File: config.mk
export PLATFORM = sky130hd
export DESIGN_NAME = sst_top
export DESIGN_NICKNAME = d
export VERILOG_FILES = /design/src/hw/sst_pkg.sv /design/src/hw/sst_top.sv
export SDC_FILE = /design/constraint.sdc
export NUM_CORES = 1
export LEC_CHECK = 0
export BUFFER_PORTS_ARGS = -buffer_cell sky130_fd_sc_hd__buf_4
export CAP_MARGIN = 40
export CORE_MARGIN = 3
export CORE_UTILIZATION = 64
export DETAILED_ROUTE_END_ITERATION = 16
export PLACE_DENSITY = 0.86
export SKIP_CTS_REPAIR_TIMING = 1
export SLEW_MARGIN = 5
export SYNTH_ARGS = -nofsm -noshare
export SYNTH_HDL_FRONTEND = slang
export SYNTH_SLANG_ARGS = --single-unit
File: constraint.sdc
create_clock -name sys_clk -period 7.4 [get_ports sys_clk]
set_input_delay 0 -clock sys_clk [delete_from_list [all_inputs] [get_ports sys_clk]]
set_output_delay 0 -clock sys_clk [all_outputs]
set_load 0.005 [all_outputs]
File: src/hw/sst_pkg.sv
// Package: register map, reset values, timing constants and carrier types of the SPI slave TX block
package sst_pkg;
  // Register byte offsets
  localparam logic [11:0] OFF_RX_RECEIVED_COUNT = 12'h53c;
  localparam logic [11:0] OFF_TX_BUFFER_POINTER = 12'h544;
  localparam logic [11:0] OFF_TX_MAX_BYTES      = 12'h548;
  localparam logic [11:0] OFF_TX_SENT_COUNT     = 12'h54c;
  localparam logic [11:0] OFF_TX_LIST_TYPE      = 12'h550;
  localparam logic [11:0] OFF_SERIAL_FORMAT     = 12'h554;
  localparam logic [11:0] OFF_IGNORED_FILL      = 12'h55c;
  localparam logic [11:0] OFF_OVERREAD_FILL     = 12'h5c0;
  localparam logic [11:0] OFF_LINK_STATUS       = 12'h5c4;
  // Field positions
  localparam int CFG_BIT_ORDER = 0;
  localparam int CFG_PHASE     = 1;
  localparam int CFG_POLARITY  = 2;
  localparam int STAT_GRANTED  = 0;
  localparam int STAT_SELECTED = 1;
  localparam int STAT_READY    = 2;
  // Reset values
  localparam logic [31:0] RST_POINTER   = 32'h0000_0000;
  localparam logic [15:0] RST_MAX_BYTES = 16'h0000;
  localparam logic [15:0] RST_COUNT     = 16'h0000;
  localparam logic [1:0]  RST_LIST      = 2'h0;
  localparam logic [2:0]  RST_CONFIG    = 3'h0;
  localparam logic [7:0]  RST_FILL      = 8'h00;
  // List modes
  localparam logic [1:0]  LIST_DISABLED   = 2'h0;
  localparam logic [1:0]  array_list_mode = 2'h1;
  // Bus answers
  localparam logic [1:0]  RESP_OKAY   = 2'h0;
  localparam logic [1:0]  RESP_SLVERR = 2'h2;
  // Timing and sizes
  localparam int SYS_CLK_MHZ      = 100;
  localparam int RELEASE_READY_NS = 125;
  localparam int READY_CYC_RAW    = (RELEASE_READY_NS * SYS_CLK_MHZ) / 1000;
  localparam int READY_CYC        = (READY_CYC_RAW < 1) ? 1 : READY_CYC_RAW;
  localparam int FIFO_DEPTH       = 16;
  localparam int BYTE_W           = 8;

  typedef struct packed {
    logic polarity;   // 1: clock_low_active, idles high
    logic phase;      // 1: sample on trailing edge
    logic bit_order;  // 1: low_bit_leads
  } sst_cfg_t;

  typedef struct packed {
    logic        sck;
    logic        csn_n;
    logic        mosi;
  } sst_pins_t;
endpackage

File: src/hw/sst_top.sv
// SPI slave transmit DMA and serial format block with AXI4-Lite registers and byte FIFO
// Contract
// - Fetch MISO bytes by DMA from pointer
// - Take at most max-count bytes from buffer
// - Report bytes transmitted in last granted transaction (here phase 0 also counts a byte loaded at the final trailing edge)
// - List field: 0 disabled, 1 array list (here only stored and read back; the fetch logic ignores it)
// - Bit 0 picks MSB or LSB first
// - Phase bit selects sample and shift edges
// - Polarity bit: 0 active high, 1 low
// - Ungranted transaction sends default character
// - Past buffer end send over-read character
// - Ready within 0.125 us after release
// - Report bytes received in last transaction (here updated only at the end of a granted one)
//
// Chosen here: the AXI4-Lite interface to the registers.
`timescale 1ns/1ps
`default_nettype none

module sst_fifo #(
  parameter int W = 8,
  parameter int D = 16
) (
  input  wire logic         sys_clk,
  input  wire logic         resetn,
  input  wire logic         flush,
  input  wire logic         in_valid,
  output logic              in_ready,
  input  wire logic [W-1:0] in_data,
  output logic              out_valid,
  input  wire logic         out_ready,
  output logic [W-1:0]      out_data
);
  localparam int AW = $clog2(D);
  logic [W-1:0] mem [D];
  logic [AW:0]  wptr;
  logic [AW:0]  rptr;
  logic         full;
  logic         empty;

  assign empty     = (wptr == rptr);
  assign full      = (wptr[AW] != rptr[AW]) && (wptr[AW-1:0] == rptr[AW-1:0]);
  assign in_ready  = !full;
  assign out_valid = !empty;
  assign out_data  = mem[rptr[AW-1:0]];

  always_ff @(posedge sys_clk) begin
    if (in_valid && !full) begin
      mem[wptr[AW-1:0]] <= in_data;
    end
  end

  always_ff @(posedge sys_clk or negedge resetn) begin
    if (!resetn) begin
      wptr <= '0;
      rptr <= '0;
    end else if (flush) begin
      wptr <= '0;
      rptr <= '0;
    end else begin
      if (in_valid && !full) begin
        wptr <= wptr + (AW + 1)'(1);
      end
      if (out_ready && !empty) begin
        rptr <= rptr + (AW + 1)'(1);
      end
    end
  end
endmodule // sst_fifo

module sst_top (
  input  wire logic        sys_clk,
  input  wire logic        resetn,
  // AXI4-Lite slave
  input  wire logic [31:0] s_awaddr,
  input  wire logic        s_awvalid,
  output logic             s_awready,
  input  wire logic [31:0] s_wdata,
  input  wire logic [3:0]  s_wstrb,
  input  wire logic        s_wvalid,
  output logic             s_wready,
  output logic [1:0]       s_bresp,
  output logic             s_bvalid,
  input  wire logic        s_bready,
  input  wire logic [31:0] s_araddr,
  input  wire logic        s_arvalid,
  output logic             s_arready,
  output logic [31:0]      s_rdata,
  output logic [1:0]       s_rresp,
  output logic             s_rvalid,
  input  wire logic        s_rready,
  // Byte read port toward memory
  output logic             rd_valid,
  input  wire logic        rd_ready,
  output logic [31:0]      rd_addr,
  input  wire logic        rd_rvalid,
  input  wire logic [7:0]  rd_rdata,
  // Buffer hand-over from the semaphore logic
  input  wire logic        grant_release,
  output logic             xfer_ready,
  output logic             xfer_end,
  // Received bytes
  output logic [7:0]       rx_byte,
  output logic             rx_valid,
  // SPI pins
  input  wire logic        sck,
  input  wire logic        csn_n,
  input  wire logic        mosi,
  output logic             miso,
  output logic             miso_oe
);
  // Registers
  logic [31:0]       tx_buffer_pointer;
  logic [15:0]       tx_max_bytes;
  logic [15:0]       tx_sent_count;
  logic [15:0]       rx_received_count;
  logic [1:0]        tx_list_type;
  sst_pkg::sst_cfg_t cfg;
  logic [7:0]        ignored_fill_character;
  logic [7:0]        overread_fill_character;

  // ---------------- AXI4-Lite slave ----------------
  logic        aw_full;
  logic        w_full;
  logic [11:0] aw_addr_q;
  logic [31:0] w_data_q;
  logic [3:0]  w_strb_q;
  logic        wr_do;
  logic        next_aw_full;
  logic        next_w_full;
  logic        next_rvalid;
  logic        wr_hit;
  logic [31:0] rd_word;
  logic        rd_hit;

  assign wr_do        = aw_full && w_full && !s_bvalid;
  assign next_aw_full = (aw_full || (s_awvalid && s_awready)) && !wr_do;
  assign next_w_full  = (w_full || (s_wvalid && s_wready)) && !wr_do;
  assign next_rvalid  = (s_arvalid && s_arready) || (s_rvalid && !s_rready);

  function automatic logic [31:0] merge(input logic [31:0] old, input logic [31:0] nw,
                                        input logic [3:0] strb);
    logic [31:0] r;
    r = old;
    for (int i = 0; i < 4; i++) begin
      if (strb[i]) begin
        r[8*i +: 8] = nw[8*i +: 8];
      end
    end
    return r;
  endfunction

  always_ff @(posedge sys_clk or negedge resetn) begin
    if (!resetn) begin
      aw_full   <= 1'b0;
      w_full    <= 1'b0;
      s_awready <= 1'b0;
      s_wready  <= 1'b0;
      aw_addr_q <= 12'h000;
      w_data_q  <= 32'h0000_0000;
      w_strb_q  <= 4'h0;
    end else begin
      aw_full   <= next_aw_full;
      w_full    <= next_w_full;
      s_awready <= !next_aw_full;
      s_wready  <= !next_w_full;
      if (s_awvalid && s_awready) begin
        aw_addr_q <= s_awaddr[11:0];
      end
      if (s_wvalid && s_wready) begin
        w_data_q <= s_wdata;
        w_strb_q <= s_wstrb;
      end
    end
  end

  always_comb begin
    case (aw_addr_q)
      sst_pkg::OFF_TX_BUFFER_POINTER, sst_pkg::OFF_TX_MAX_BYTES, sst_pkg::OFF_TX_SENT_COUNT,
      sst_pkg::OFF_TX_LIST_TYPE, sst_pkg::OFF_SERIAL_FORMAT, sst_pkg::OFF_IGNORED_FILL,
      sst_pkg::OFF_OVERREAD_FILL, sst_pkg::OFF_RX_RECEIVED_COUNT,
      sst_pkg::OFF_LINK_STATUS: wr_hit = 1'b1;
      default: wr_hit = 1'b0;
    endcase
  end

  always_ff @(posedge sys_clk or negedge resetn) begin
    if (!resetn) begin
      s_bvalid <= 1'b0;
      s_bresp  <= sst_pkg::RESP_OKAY;
    end else if (wr_do) begin
      s_bvalid <= 1'b1;
      s_bresp  <= wr_hit ? sst_pkg::RESP_OKAY : sst_pkg::RESP_SLVERR;
    end else if (s_bready) begin
      s_bvalid <= 1'b0;
    end
  end

  // One storage per writable address; writes to the count and status offsets are dropped
  always_ff @(posedge sys_clk or negedge resetn) begin
    if (!resetn) begin
      tx_buffer_pointer       <= sst_pkg::RST_POINTER;
      tx_max_bytes            <= sst_pkg::RST_MAX_BYTES;
      tx_list_type            <= sst_pkg::RST_LIST;
      cfg                     <= sst_pkg::RST_CONFIG;
      ignored_fill_character  <= sst_pkg::RST_FILL;
      overread_fill_character <= sst_pkg::RST_FILL;
    end else if (wr_do) begin
      case (aw_addr_q)
        sst_pkg::OFF_TX_BUFFER_POINTER: tx_buffer_pointer <=
          merge(tx_buffer_pointer, w_data_q, w_strb_q);
        sst_pkg::OFF_TX_MAX_BYTES: begin
          if (w_strb_q[0]) tx_max_bytes[7:0] <= w_data_q[7:0];
          if (w_strb_q[1]) tx_max_bytes[15:8] <= w_data_q[15:8];
        end
        sst_pkg::OFF_TX_LIST_TYPE: if (w_strb_q[0]) tx_list_type <= w_data_q[1:0];
        sst_pkg::OFF_SERIAL_FORMAT: if (w_strb_q[0]) cfg <= w_data_q[2:0];
        sst_pkg::OFF_IGNORED_FILL: if (w_strb_q[0]) ignored_fill_character <= w_data_q[7:0];
        sst_pkg::OFF_OVERREAD_FILL: if (w_strb_q[0]) overread_fill_character <= w_data_q[7:0];
        default: ;
      endcase
    end
  end

  // Read side
  logic granted;
  logic cs_act;

  always_comb begin
    rd_hit  = 1'b1;
    rd_word = 32'h0000_0000;
    case (s_araddr[11:0])
      sst_pkg::OFF_TX_BUFFER_POINTER: rd_word = tx_buffer_pointer;
      sst_pkg::OFF_TX_MAX_BYTES:      rd_word = {16'h0000, tx_max_bytes};
      sst_pkg::OFF_TX_SENT_COUNT:     rd_word = {16'h0000, tx_sent_count};
      sst_pkg::OFF_RX_RECEIVED_COUNT: rd_word = {16'h0000, rx_received_count};
      sst_pkg::OFF_TX_LIST_TYPE:      rd_word = {30'h0000_0000, tx_list_type};
      sst_pkg::OFF_SERIAL_FORMAT:     rd_word = {29'h0000_0000, cfg};
      sst_pkg::OFF_IGNORED_FILL:      rd_word = {24'h00_0000, ignored_fill_character};
      sst_pkg::OFF_OVERREAD_FILL:     rd_word = {24'h00_0000, overread_fill_character};
      sst_pkg::OFF_LINK_STATUS:       rd_word = {29'h0000_0000, xfer_ready, cs_act, granted};
      default:                        rd_hit  = 1'b0;
    endcase
  end

  always_ff @(posedge sys_clk or negedge resetn) begin
    if (!resetn) begin
      s_rvalid  <= 1'b0;
      s_arready <= 1'b0;
      s_rdata   <= 32'h0000_0000;
      s_rresp   <= sst_pkg::RESP_OKAY;
    end else begin
      s_rvalid  <= next_rvalid;
      s_arready <= !next_rvalid;
      if (s_arvalid && s_arready) begin
        s_rdata <= rd_word;
        s_rresp <= rd_hit ? sst_pkg::RESP_OKAY : sst_pkg::RESP_SLVERR;
      end
    end
  end

  // ---------------- Pin synchronisers ----------------
  sst_pkg::sst_pins_t pins_raw;
  sst_pkg::sst_pins_t pins_meta;
  sst_pkg::sst_pins_t pins_s;
  sst_pkg::sst_pins_t pins_d;

  assign pins_raw = '{sck: sck, csn_n: csn_n, mosi: mosi};

  for (genvar g = 0; g < 3; g++) begin : g_sync
    always_ff @(posedge sys_clk or negedge resetn) begin
      if (!resetn) begin
        pins_meta[g] <= 1'b1;
        pins_s[g]    <= 1'b1;
        pins_d[g]    <= 1'b1;
      end else begin
        pins_meta[g] <= pins_raw[g];
        pins_s[g]    <= pins_meta[g];
        pins_d[g]    <= pins_s[g];
      end
    end
  end

  // Normalise so that the active level is high whatever the polarity
  logic act_now;
  logic act_prev;
  logic lead_e;
  logic trail_e;
  logic sample_e;
  logic shift_e;
  logic cs_start;
  logic cs_end;

  assign act_now  = pins_s.sck ^ cfg.polarity;
  assign act_prev = pins_d.sck ^ cfg.polarity;
  assign cs_act   = !pins_s.csn_n && !pins_d.csn_n;
  assign cs_start = !pins_s.csn_n && pins_d.csn_n;
  assign cs_end   = pins_s.csn_n && !pins_d.csn_n;
  assign lead_e   = cs_act && act_now && !act_prev;
  assign trail_e  = cs_act && !act_now && act_prev;
  assign sample_e = cfg.phase ? trail_e : lead_e;
  assign shift_e  = cfg.phase ? lead_e : trail_e;

  // ---------------- Grant and DMA fetch ----------------
  logic        fifo_in_ready;
  logic        fifo_out_valid;
  logic [7:0]  fifo_out_data;
  logic        fifo_pop;
  logic        fifo_flush;
  logic        outstanding;
  logic        drop_resp;
  logic [15:0] fetch_cnt;
  logic [15:0] tx_cnt;
  logic [4:0]  ready_timer;

  assign fifo_flush = grant_release || cs_end;

  always_ff @(posedge sys_clk or negedge resetn) begin
    if (!resetn) begin
      granted <= 1'b0;
    end else if (grant_release) begin
      granted <= 1'b1; // Set wins over a coincident end of frame
    end else if (cs_end) begin
      granted <= 1'b0;
    end
  end

  always_ff @(posedge sys_clk or negedge resetn) begin
    if (!resetn) begin
      rd_valid    <= 1'b0;
      rd_addr     <= sst_pkg::RST_POINTER;
      fetch_cnt   <= sst_pkg::RST_COUNT;
      outstanding <= 1'b0;
      drop_resp   <= 1'b0;
    end else begin
      if (rd_valid && rd_ready) begin
        rd_valid    <= 1'b0;
        outstanding <= 1'b1;
        rd_addr     <= rd_addr + 32'h0000_0001;
      end else if (!rd_valid && !outstanding && granted && !fifo_flush &&
                   fetch_cnt < tx_max_bytes && fifo_in_ready) begin
        rd_valid  <= 1'b1;
        fetch_cnt <= fetch_cnt + 16'h0001;
      end
      if (rd_rvalid) begin
        outstanding <= 1'b0;
        drop_resp   <= 1'b0;
      end
      // A read in flight across a hand-over belongs to the old buffer
      if (fifo_flush && (rd_valid || outstanding)) begin
        drop_resp <= 1'b1;
      end
      if (grant_release) begin
        rd_addr   <= tx_buffer_pointer;
        fetch_cnt <= sst_pkg::RST_COUNT;
        if (!(rd_valid && !rd_ready)) begin
          rd_valid <= 1'b0;
        end
      end
    end
  end

  sst_fifo #(
    .W (sst_pkg::BYTE_W),
    .D (sst_pkg::FIFO_DEPTH)
  ) u_fifo (
    .sys_clk   (sys_clk),
    .resetn    (resetn),
    .flush     (fifo_flush),
    .in_valid  (rd_rvalid && granted && !drop_resp),
    .in_ready  (fifo_in_ready),
    .in_data   (rd_rdata),
    .out_valid (fifo_out_valid),
    .out_ready (fifo_pop),
    .out_data  (fifo_out_data)
  );

  // Ready once data is prefetched, or after the start time even if memory is slow
  always_ff @(posedge sys_clk or negedge resetn) begin
    if (!resetn) begin
      ready_timer <= 5'h00;
      xfer_ready  <= 1'b0;
    end else begin
      if (grant_release) begin
        ready_timer <= 5'(sst_pkg::READY_CYC - 1);
      end else if (ready_timer != 5'h00) begin
        ready_timer <= ready_timer - 5'h01;
      end
      xfer_ready <= granted && !cs_end &&
                    (ready_timer == 5'h00 || fifo_out_valid || tx_max_bytes == 16'h0000);
    end
  end

  // ---------------- Shifter ----------------
  logic       load_now;
  logic [7:0] load_byte;
  logic [7:0] tx_sh;
  logic [7:0] rx_sh;
  logic [7:0] rx_next;
  logic [2:0] bit_cnt;
  logic       need_load;

  assign load_now = (cs_start && !cfg.phase) || (shift_e && need_load);

  always_comb begin
    fifo_pop  = 1'b0;
    load_byte = ignored_fill_character;
    if (granted) begin
      if (tx_cnt >= tx_max_bytes) begin
        load_byte = overread_fill_character;
      end else if (fifo_out_valid) begin
        load_byte = fifo_out_data;
        fifo_pop  = load_now;
      end
    end
  end

  assign rx_next = cfg.bit_order ? {pins_s.mosi, rx_sh[7:1]} : {rx_sh[6:0], pins_s.mosi};

  always_ff @(posedge sys_clk or negedge resetn) begin
    if (!resetn) begin
      tx_sh     <= 8'h00;
      miso      <= 1'b0;
      miso_oe   <= 1'b0;
      need_load <= 1'b0;
    end else begin
      miso_oe <= !pins_s.csn_n;
      if (cs_start && cfg.phase) begin
        need_load <= 1'b1; // First leading edge shifts the first bit
      end else if (load_now) begin
        tx_sh     <= load_byte;
        miso      <= cfg.bit_order ? load_byte[0] : load_byte[7];
        need_load <= 1'b0;
      end else if (shift_e) begin
        tx_sh <= cfg.bit_order ? {1'b0, tx_sh[7:1]} : {tx_sh[6:0], 1'b0};
        miso  <= cfg.bit_order ? tx_sh[1] : tx_sh[6];
      end
      if (sample_e && bit_cnt == 3'h7) begin
        need_load <= 1'b1;
      end
    end
  end

  always_ff @(posedge sys_clk or negedge resetn) begin
    if (!resetn) begin
      rx_sh    <= 8'h00;
      bit_cnt  <= 3'h0;
      rx_byte  <= 8'h00;
      rx_valid <= 1'b0;
    end else begin
      rx_valid <= 1'b0;
      if (cs_start) begin
        bit_cnt <= 3'h0;
      end else if (sample_e) begin
        rx_sh   <= rx_next;
        bit_cnt <= bit_cnt + 3'h1;
        if (bit_cnt == 3'h7) begin
          rx_byte  <= rx_next;
          rx_valid <= 1'b1;
        end
      end
    end
  end

  // ---------------- Transaction counters ----------------
  logic [15:0] rx_cnt;

  always_ff @(posedge sys_clk or negedge resetn) begin
    if (!resetn) begin
      tx_cnt            <= sst_pkg::RST_COUNT;
      rx_cnt            <= sst_pkg::RST_COUNT;
      tx_sent_count     <= sst_pkg::RST_COUNT;
      rx_received_count <= sst_pkg::RST_COUNT;
      xfer_end          <= 1'b0;
    end else begin
      xfer_end <= 1'b0;
      if (grant_release || cs_start) begin
        // In phase 0 the first byte is popped at select and must be counted
        tx_cnt <= fifo_pop ? 16'h0001 : sst_pkg::RST_COUNT;
        rx_cnt <= sst_pkg::RST_COUNT;
      end else begin
        if (fifo_pop) begin
          tx_cnt <= tx_cnt + 16'h0001;
        end
        if (sample_e && bit_cnt == 3'h7 && rx_cnt != 16'hffff) begin
          rx_cnt <= rx_cnt + 16'h0001;
        end
      end
      if (cs_end && granted) begin
        tx_sent_count     <= tx_cnt;
        rx_received_count <= rx_cnt;
        xfer_end          <= 1'b1;
      end
    end
  end
endmodule // sst_top

`default_nettype wire

-- Word-level counts from Yosys, hierarchy flattened
Memory sizes are Yosys's and may differ from the RTL's.
Index checks and enable logic that the tools add are counted.
- word-level logic and storage cells: 252
- output and inout port bits: 87
- RAM bits: 128
- memories: 1
- flip-flop bits (word level): 332
- input port bits: 121
- bits in latches: 0
- bits in read-only memories: 0
- memories (memory ; words ; bits a word ; read ports ; clocked after memory_dff ; wr ports ; RTL line ; source):
    u_fifo.mem ; 16 ; 8 ; 1 ; 0 ; 1 ; sst_top.sv:34 ; logic [W-1:0] mem [D];
- equal/unequal tests: 24
- $lt $le $gt $ge: 2
- divide/modulo/power cells: 0
- mux-type cells: 60
- multiply operators: 0
- shift operators: 0
- add/sub/neg operators: 8
- reduce and logical (&&, ||, !) cells: 97
- bitwise logic cells: 4
- operators with widths (cell ; count):
    $pmux 32 s9 ; 1
    $eq 12x11->1 const B ; 18
    $mux 16 ; 7
    $mux 32 ; 2
    $mux 8 ; 7
    $add 16x1->16 const B ; 3
    $logic_and 1x1->1 ; 36
    $mux 1 ; 33
    $reduce_and 3->1 ; 11
    $add 32x1->32 const B ; 1
    $mux 5 ; 6
    $reduce_bool 2->1 ; 13
    $logic_not 1->1 ; 19
    $reduce_or 9->1 ; 2
    $ge 16x16->1 ; 1
    $logic_not 16->1 ; 1
    $lt 16x16->1 ; 1
    $ne 16x16->1 const B ; 1
    $add 5x1->5 const B ; 2
    $logic_or 1x1->1 ; 9
    $mux 3 ; 2
    $reduce_and 2->1 ; 3
    $eq 5x5->1 ; 1
    $logic_not 5->1 ; 1
    other kinds (11) ; 14

-- Logic depth before layout (Yosys ltp)
Gate-level depths: netlist (run 1).
- depth after elaboration: 13
- mapped depth: 11
- gate-level depth less buffers: 9

-- Hierarchy
A second synthesis (run 1) with hierarchy kept.
- cell total of the unflattened synthesis: 1714
- area, all modules: 21099.0 µm²
- modules (own cells, without submodules) (module ; area an instance (µm²) ; instances ; sequential area each (µm²) ; cells an instance):
    sst_top ; 15461.1 ; 1 ; 8017.7 ; 1442
    sst_fifo ; 5637.9 ; 1 ; 4093.9 ; 272

-- Worst setup path before layout (run 1)
No wires, ideal clock.
- path type: register to register
- start point: register tx_cnt[0]
- end point: register miso
- stages on the path, launching flop included: 11
- setup time: 0.139 ns
- arrival: 2.477 ns
- period minus slack after synthesis: 2.616 ns
- data required time: 7.261 ns
- path slack: 4.784 ns
- path buffers: 1
- cell sequence: dfrtp_1 > inv_1 > ha_1 > nand2b_4 > a2111o_1 > a311oi_2 > and2_1 > buf_6 > mux2_2 > o221ai_1 > o221ai_1
- word-level cells in the longest chain between the ends: 5
- RTL lines (what ; RTL line ; source):
    start: declaration ; sst_top.sv:312 ; logic [15:0] tx_cnt;
    start signal: assignment ; sst_top.sv:469 ; tx_cnt <= sst_pkg::RST_COUNT;
    start signal: assignment ; sst_top.sv:478 ; tx_cnt <= fifo_pop ? 16'h0001 : sst_pkg::RST_COUNT;
    start signal: assignment ; sst_top.sv:482 ; tx_cnt <= tx_cnt + 16'h0001;
    $ge 16x16->1 ; sst_top.sv:408 ; if (tx_cnt >= tx_max_bytes) begin
    $mux 8 ; sst_top.sv:408 ;
    $mux 8 ; sst_top.sv:407 ; if (granted) begin
    $mux 1 ; sst_top.sv:431 ; miso <= cfg.bit_order ? load_byte[0] : load_byte[7];
    $mux 1 ; sst_top.sv:429 ; end else if (load_now) begin
    end signal: assignment ; sst_top.sv:431 ;
    end signal: assignment ; sst_top.sv:435 ; miso <= cfg.bit_order ? tx_sh[1] : tx_sh[6];
    end: declaration ; sst_top.sv:108 ; output logic miso,
No other way between the ends.
A chain may end at the register's enable or synchronous reset.

-- Worst setup path after layout (run 1)
- start point: register u_fifo.rptr[0]
- end point: memory u_fifo.mem[4][5], enable pin
- word-level cells in the longest chain between the ends: 6
- RTL lines (what ; RTL line ; source):
    start: declaration ; sst_top.sv:36 ; logic [AW:0] rptr;
    start signal: assignment ; sst_top.sv:64 ; rptr <= rptr + (AW + 1)'(1);
    $eq 4x4->1 ; sst_top.sv:41 ; assign full = (wptr[AW] != rptr[AW]) && (wptr[AW-1:0] == rptr[AW-1:0]);
    $logic_and 1x1->1 ; sst_top.sv:41 ;
    $logic_not 1->1 ; sst_top.sv:47 ; if (in_valid && !full) begin
    $logic_and 1x1->1 ; sst_top.sv:47 ;
    $mux 1 ; sst_top.sv:47 ;
    $mux 1 (not written as such) ; sst_top.sv:48 ; mem[wptr[AW-1:0]] <= in_data;
    end: declaration ; sst_top.sv:34 ;
No other way between the ends.

==> impl_metrics.xml, run 1 <==
<?xml version="1.0" encoding="UTF-8"?>
<metrics>
  <group name="run_status">
    <metric name="outcome" unit="">completed</metric>
  </group>
  <group name="sta">
    <metric name="timing_worst_slew_pin_value" unit="ps">965</metric>
    <metric name="slew_headroom" unit="">0.357</metric>
    <metric name="fmax" unit="MHz">302</metric>
    <metric name="finalWorstPathRequiredPeriod" unit="ps">3310</metric>
    <metric name="finalHoldViolations" unit="">0</metric>
    <metric name="setup_total_negative_slack" unit="ps">0</metric>
    <metric name="final_setup_violations" unit="">0</metric>
    <metric name="final_min_period_over_clock_period" unit="">0.448</metric>
    <metric name="rsz0062_at_grt" unit="">no</metric>
    <metric name="drv_slew" unit="">0</metric>
    <metric name="clock-skew-final" unit="ps">25.2</metric>
  </group>
  <group name="setup_path">
    <metric name="worst_path_max_delay_cell" unit="">nor3b_1</metric>
    <metric name="critical_path_class" unit="">flop to flop</metric>
    <metric name="critical_path.max_fanout" unit="">36</metric>
    <metric name="endpoint_kind" unit="">flop</metric>
    <metric name="crit_chain" unit="">buf_4 -&gt; xor2_1 -&gt; nor4_4 -&gt; a211oi_2 -&gt; nand2_1 -&gt; nor3b_1 -&gt; buf_2</metric>
    <metric name="critical_path_stages" unit="">7</metric>
    <metric name="critical_path.startpoint" unit="">u_fifo.rptr[0]</metric>
    <metric name="worst_setup_sp_type" unit="">flop</metric>
    <metric name="critical-path-top-delay-family" unit="">simple AND/OR/NAND/NOR gates</metric>
    <metric name="slowest_delay" unit="ps">600</metric>
    <metric name="launching_point_of_the_worst_reg2reg_path" unit="">u_fifo.rptr[0]</metric>
    <metric name="worstPathBufferInverterCount" unit="">2</metric>
    <metric name="r2r_cells" unit="">7</metric>
    <metric name="cp_data_required_time" unit="ps">7650</metric>
    <metric name="timing.critical_path.arrival" unit="ps">3570</metric>
    <metric name="regToRegSetupSlack" unit="ps">4090</metric>
  </group>
  <group name="place">
    <metric name="routabilityCongestion" unit="">0.891</metric>
    <metric name="place.port_buffers" unit="">165</metric>
    <metric name="dp_cells" unit="">2129</metric>
    <metric name="placed_cell_areas" unit="mm2">0.0221</metric>
    <metric name="detailed_place_hpwl" unit="um">34000</metric>
  </group>
  <group name="detailed_routing">
    <metric name="post_drt_via_cell_ratio" unit="">6.52</metric>
    <metric name="route.antenna.remaining_nets" unit="">0</metric>
    <metric name="post-route-drc-count" unit="">0</metric>
    <metric name="wl" unit="um">55100</metric>
    <metric name="drt_pass1_iterations" unit="">7</metric>
    <metric name="routedWlPerCell" unit="um">24.1</metric>
    <metric name="drt_iter0_drc" unit="">1503</metric>
    <metric name="via_count" unit="">14900</metric>
  </group>
  <group name="layout">
    <metric name="synthToLayoutAreaGrowth" unit="%">18.7</metric>
    <metric name="commonest_non_fill_non_tap_cell_in_the_layout" unit="">dfrtp_1</metric>
    <metric name="design_area" unit="mm2">0.0243</metric>
    <metric name="layout.cells.most_common_list" unit="">321 x dfrtp_1, 178 x buf_4, 157 x nand2_1, 154 x mux2_2, 128 x edfxtp_1</metric>
    <metric name="drive_above_1_share" unit="">0.253</metric>
    <metric name="antenna_cells_inserted" unit="">0</metric>
    <metric name="finish.net_count" unit="">2014</metric>
    <metric name="non_filler_cells_in_the_finished_layout" unit="">2281</metric>
  </group>
  <group name="power">
    <metric name="peakVddDrop" unit="mV">0.217</metric>
    <metric name="power.static_leakage" unit="nW">10.5</metric>
    <metric name="pwr_density_cell" unit="mW/mm2">247</metric>
  </group>
  <group name="global_route">
    <metric name="first_global_vias" unit="">14400</metric>
    <metric name="grt_overflow_total" unit="">0</metric>
    <metric name="grtUsageTotal" unit="">0.300</metric>
    <metric name="largest_net_degree_at_the_start_of_global_routing" unit="">148</metric>
    <metric name="grt_antenna_before_repair" unit="">0</metric>
    <metric name="global_route_wire_length_before_repair" unit="um">79600</metric>
  </group>
  <group name="synthesis">
    <metric name="fraction_of_the_yosys_area_taken_by_sequential_cells" unit="">0.591</metric>
    <metric name="synthCells" unit="">1617</metric>
    <metric name="synth-edff-count" unit="">128</metric>
    <metric name="syn-cell-area" unit="mm2">0.0205</metric>
    <metric name="yosys_register_bits" unit="">458</metric>
    <metric name="synth.yosys.warnings" unit="">0</metric>
    <metric name="yosysUniqueCellTypes" unit="">68</metric>
    <metric name="syn_avg_cell_area" unit="um2">12.7</metric>
    <metric name="async_flop_share" unit="">0.721</metric>
    <metric name="ys_dominant_reg_cell" unit="">dfrtp_1</metric>
  </group>
  <group name="clock_tree">
    <metric name="clock_latency" unit="ps">560</metric>
    <metric name="clock_tree_from_tritoncts" unit="">built</metric>
    <metric name="cts_root_buffer" unit="">clkbuf_16</metric>
    <metric name="ctsHtreeMaxLevel" unit="">2</metric>
    <metric name="clk_path_buf_depth" unit="">3</metric>
    <metric name="clk_pin_slew_worst_paths" unit="ps">60</metric>
    <metric name="cts_buffers" unit="">45</metric>
    <metric name="clock_sink_total" unit="">458</metric>
  </group>
  <group name="hold_path">
    <metric name="worstHoldPathCells" unit="">5</metric>
    <metric name="worst_hold_path_type" unit="">input port to flop</metric>
    <metric name="min_from" unit="">s_araddr[6]</metric>
  </group>
  <group name="floorplanning">
    <metric name="floorplan.initialDensity" unit="">0.660</metric>
    <metric name="die_width" unit="um">185</metric>
    <metric name="die_height" unit="um">185</metric>
    <metric name="core-area" unit="mm2">0.0311</metric>
    <metric name="fp.dieArea" unit="mm2">0.0342</metric>
    <metric name="rows" unit="">64</metric>
    <metric name="floorplan.io_pins" unit="">208</metric>
  </group>
  <group name="run">
    <metric name="cap_viol_max_count" unit="">0</metric>
  </group>
</metrics>
## state kept, by name, indices dropped and copies added, names as in the netlist, 32 cells and up
| register | count |
|---|---|
| u_fifo.mem | 128 |
| s_rdata | 32 |
| rd_addr | 32 |
| tx_buffer_pointer | 32 |
| w_data_q | 32 |
## routing by layer
layer / track usage / vias up / share of wire
met5: 0 / - / 0
met4: 0.131 / 0 / 0.055
met3: 0.0418 / 217 / 0.071
met2: 0.511 / 851 / 0.51
met1: 0.388 / 7425 / 0.37
li1: - / 6373 / -
## power by group
group	total, mW	internal (mW)	leakage [nW]	switching (mW)
clock network	2.37	1.37	0.737	0.994
logic	0.625	0.299	4.17	0.326
registers	3.01	2.80	5.55	0.209
total	6.00	4.47	10.5	1.53
## kinds of logic (layout without fill, tap and decap cells)
group / Yosys count / after routing / synth area share
simple gates: 478 / 478 / 0.117
flops: 458 / 458 / 0.591
compound gates: 234 / 234 / 0.0722
mux: 213 / 213 / 0.137
buf+inv: 112 / 379 / 0.0233
xor+xnor: 77 / 77 / 0.0329
fa+ha+maj: 44 / 44 / 0.0269
other cells: 1 / 2 / 0.000183
## stage by stage
stage	hold slack [ps]	utilization	power [mW]	setup WS, ps
2_1_floorplan	-296	-	3.30	4780
3_3_place_gp	110	0.709	3.52	3870
3_5_place_dp	110	0.711	3.57	4140
4_1_cts	-469	0.761	5.91	4070
5_1_grt	32.6	0.783	6.18	3790
6_report	23.0	0.783	6.00	4090
## Yosys cell counts, types with 16 or more instances
master | count | area, um2
xnor2_1 | 30 | 263
and3_1 | 17 | 106
nor3_1 | 19 | 95.1
and2_1 | 20 | 125
xor2_1 | 47 | 412
a22oi_1 | 30 | 225
mux2_2 | 154 | 1730
edfxtp_1 | 128 | 3840
nand4_1 | 31 | 194
nand3_1 | 68 | 340
dfrtp_1 | 322 | 8060
o21ai_0 | 90 | 450
ha_1 | 44 | 551
inv_1 | 42 | 158
mux4_2 | 37 | 833
a21oi_1 | 44 | 220
nand2b_1 | 16 | 100
clkbuf_1 | 46 | 173
nor2_1 | 82 | 308
mux2i_1 | 21 | 210
nand2_1 | 157 | 589
## area by class of cell
class | instances | area (um2)
clock inverter | 19 | 224
fill | 1625 | 6750
clock buffer | 64 | 1300
tap | 396 | 495
timing repair buffer | 254 | 2120
multi-input combinational | 1048 | 7920
inverter | 42 | 158
sequential | 458 | 12100
## tightest hold or removal path: stages
cell     delay (ps)
buf_4           140
nand2_1          90
nor2_1          100
nand3_1          90
a41oi_1         110
## worst paths after layout
path | to
max | u_fifo.mem[4][5]
min | s_rdata[1]
max reg2reg | u_fifo.mem[4][5]
min reg2reg | pins_s[0]
max in group asynchronous | rd_addr[3]
min in group asynchronous | fetch_cnt[10]
Power figures use the tool's default switching activity.
==> inputs of run 2 (changes only) <==
--- a/config.mk
+++ b/config.mk
@@ -8,9 +8,9 @@
 export BUFFER_PORTS_ARGS = -buffer_cell sky130_fd_sc_hd__buf_4
 export CAP_MARGIN = 40
 export CORE_MARGIN = 3
-export CORE_UTILIZATION = 64
+export CORE_UTILIZATION = 53
 export DETAILED_ROUTE_END_ITERATION = 16
-export PLACE_DENSITY = 0.86
+export PLACE_DENSITY = 0.76
 export SKIP_CTS_REPAIR_TIMING = 1
 export SLEW_MARGIN = 5
 export SYNTH_ARGS = -nofsm -noshare
==> constraint.sdc (replaced) <==
create_clock -name sys_clk -period 3 [get_ports sys_clk]
set_input_delay 0 -clock sys_clk [delete_from_list [all_inputs] [get_ports sys_clk]]
set_output_delay 0 -clock sys_clk [all_outputs]
set_load 0.005 [all_outputs]
==> run 2 against run 1 <==
Net effect:
- clock skew fell by 1.2 ps
- final cell count grew 6.4%
- design area rose by 1.9%
- critical path depth rose by 2
- critical path type unchanged
- largest power group unchanged
==> impl_metrics.xml, run 2 (synthesized netlist as in run 1, its figures left out) <==
<?xml version="1.0" encoding="UTF-8"?>
<metrics>
  <group name="floorplanning">
    <metric name="die_width" unit="um">203</metric>
    <metric name="floorplan.io_pins" unit="">208</metric>
    <metric name="floorplan.initialDensity" unit="">0.540</metric>
    <metric name="rows" unit="">71</metric>
    <metric name="die_height" unit="um">203</metric>
    <metric name="core-area" unit="mm2">0.0379</metric>
    <metric name="fp.dieArea" unit="mm2">0.0411</metric>
  </group>
  <group name="layout">
    <metric name="finish.utilization" unit="">0.653</metric>
    <metric name="synthToLayoutAreaGrowth" unit="%">20.9</metric>
    <metric name="commonest_non_fill_non_tap_cell_in_the_layout" unit="">dfrtp_1</metric>
    <metric name="non_filler_cells_in_the_finished_layout" unit="">2428</metric>
    <metric name="drive_above_1_share" unit="">0.263</metric>
    <metric name="finish.net_count" unit="">2049</metric>
    <metric name="antenna_cells_inserted" unit="">0</metric>
    <metric name="layout.cells.most_common_list" unit="">321 x dfrtp_1, 210 x buf_4, 157 x nand2_1, 154 x mux2_2, 128 x edfxtp_1</metric>
    <metric name="largest_register_ffs" unit="">128</metric>
  </group>
  <group name="power">
    <metric name="clock_power_share" unit="">0.395</metric>
    <metric name="power.static_leakage" unit="nW">10.6</metric>
    <metric name="switchingPower" unit="mW">3.59</metric>
    <metric name="finalPower" unit="mW">14.7</metric>
    <metric name="switching_share" unit="">0.245</metric>
    <metric name="power_frac_seq" unit="">0.504</metric>
    <metric name="combinationalPowerShare" unit="">0.101</metric>
    <metric name="pwr_density_cell" unit="mW/mm2">592</metric>
    <metric name="intPower" unit="mW">11.1</metric>
    <metric name="peakVddDrop" unit="mV">0.434</metric>
  </group>
  <group name="setup_path">
    <metric name="critical-path-top-delay-family" unit="">compound AO/OA/AOI/OAI gates</metric>
    <metric name="r2r_cells" unit="">9</metric>
    <metric name="cp_data_required_time" unit="ps">3480</metric>
    <metric name="worstPathBufferInverterCount" unit="">1</metric>
    <metric name="timing.critical_path.arrival" unit="ps">3330</metric>
    <metric name="launching_point_of_the_worst_reg2reg_path" unit="">tx_max_bytes[12]</metric>
    <metric name="worst_setup_sp_type" unit="">flop</metric>
    <metric name="endpoint_kind" unit="">flop</metric>
    <metric name="crit_chain" unit="">inv_1 -&gt; ha_1 -&gt; nand4_1 -&gt; nor4_2 -&gt; a311oi_4 -&gt; a31oi_2 -&gt; nor2_1 -&gt; a2111o_1 -&gt; o221ai_1</metric>
    <metric name="critical_path_class" unit="">flop to flop</metric>
    <metric name="end_of_the_worst_register_to_register_path" unit="">miso</metric>
    <metric name="regToRegSetupSlack" unit="ps">150</metric>
    <metric name="worst_path_max_delay_cell" unit="">dfrtp_1</metric>
    <metric name="slowest_delay" unit="ps">470</metric>
    <metric name="critical_path.max_fanout" unit="">8</metric>
  </group>
  <group name="detailed_routing">
    <metric name="post_drt_via_cell_ratio" unit="">5.91</metric>
    <metric name="via_count" unit="">14400</metric>
    <metric name="routedWlPerCell" unit="um">21.2</metric>
    <metric name="route.antenna.remaining_nets" unit="">0</metric>
    <metric name="drt_pass1_iterations" unit="">5</metric>
    <metric name="drt_iter0_drc" unit="">1068</metric>
    <metric name="post-route-drc-count" unit="">0</metric>
    <metric name="wl" unit="um">51400</metric>
  </group>
  <group name="sta">
    <metric name="finalHoldViolations" unit="">0</metric>
    <metric name="slew_headroom" unit="">0.431</metric>
    <metric name="fmax" unit="MHz">350</metric>
    <metric name="final_setup_violations" unit="">0</metric>
    <metric name="finalWorstPathRequiredPeriod" unit="ps">2850</metric>
    <metric name="timing_worst_slew_pin_value" unit="ps">853</metric>
    <metric name="drv_slew" unit="">0</metric>
    <metric name="final_min_period_over_clock_period" unit="">0.951</metric>
    <metric name="clock-skew-final" unit="ps">24.0</metric>
  </group>
  <group name="global_route">
    <metric name="grt_overflow_total" unit="">0</metric>
    <metric name="largest_net_degree_at_the_start_of_global_routing" unit="">91</metric>
    <metric name="grtUsageTotal" unit="">0.244</metric>
    <metric name="grt_antenna_before_repair" unit="">0</metric>
    <metric name="first_global_vias" unit="">14100</metric>
    <metric name="global_route_wire_length_before_repair" unit="um">79100</metric>
  </group>
  <group name="clock_tree">
    <metric name="clock_tree_from_tritoncts" unit="">built</metric>
    <metric name="cts_root_buffer" unit="">clkbuf_16</metric>
    <metric name="cts_buffers" unit="">47</metric>
    <metric name="ctsHtreeMaxLevel" unit="">2</metric>
    <metric name="clock_latency" unit="ps">580</metric>
    <metric name="clock_sink_total" unit="">458</metric>
    <metric name="clk_pin_slew_worst_paths" unit="ps">60</metric>
    <metric name="clk_path_buf_depth" unit="">3</metric>
  </group>
  <group name="hold_path">
    <metric name="worst_hold_path_type" unit="">input port to asynchronous set/reset pin</metric>
  </group>
  <group name="run_status">
    <metric name="outcome" unit="">completed</metric>
  </group>
  <group name="place">
    <metric name="place.port_buffers" unit="">165</metric>
    <metric name="routabilityCongestion" unit="">0.880</metric>
    <metric name="detailed_place_hpwl" unit="um">35100</metric>
    <metric name="dp_cells" unit="">2276</metric>
  </group>
  <group name="run">
    <metric name="cap_viol_max_count" unit="">0</metric>
  </group>
</metrics>
## run 2: changes by cell type in the layout (fill, tap and decap cells not counted), moves of 3 or more
cell,change
clkinv_1,+6
clkbuf_16,+4
buf_12,+4
clkinvlp_4,-3
buf_2,-3
clkbuf_8,-6
clkinv_2,+3
buf_4,+32
## run 2: final cells by class
type                            instances  area, um2
Fill cell                            2703      13200
Sequential cell                       458      12100
Multi-Input combinational cell       1048       7940
Timing Repair Buffer                  287       2410
Clock buffer                           59       1300
Tap cell                              511        639
Clock inverter                         23        214
Inverter                               42        158
## run 2: metrics by stage
step / area (um2) / hold slack, ps / setup slack, ps / TNS [ps]
3_5_place_dp: 22500 / 71.8 / 108 / 0
2_1_floorplan: 20500 / -296 / 384 / 0
3_3_place_gp: 22500 / 74.5 / 177 / 0
4_1_cts: 24100 / -545 / 20.2 / 0
5_1_grt: 24800 / 76.5 / -5.20 / -5.20
6_report: 24800 / 30.4 / 146 / 0
## run 2: worst max-delay path by stage
stage               slack [ps]    to  depth (start not counted)              from
finish                     150  miso                          9  tx_max_bytes[12]
global route                -5  miso                          9  tx_max_bytes[12]
CTS                         20  miso                          9  tx_max_bytes[12]
detailed placement         110  miso                          9  tx_max_bytes[12]
global placement           180  miso                          9  tx_max_bytes[12]
floorplan                  380  miso                         10         tx_cnt[0]
## run 2: per-layer routing
metal / global-route usage / share of wire / vias to the layer above
li1: - / - / 6445
met1: 0.331 / 0.41 / 7307
met2: 0.404 / 0.49 / 508
met3: 0.0394 / 0.062 / 94
met4: 0.0881 / 0.035 / 0
met5: 0 / 0 / -
## run 2: power by group through the flow
stage,logic (mW),clock network [mW],registers [mW]
2_1_floorplan,0.866,0,7.28
3_3_place_gp,1.31,0,7.44
3_5_place_dp,1.38,0,7.47
4_1_cts,1.39,5.89,7.36
5_1_grt,1.62,6.17,7.43
6_report,1.48,5.80,7.39
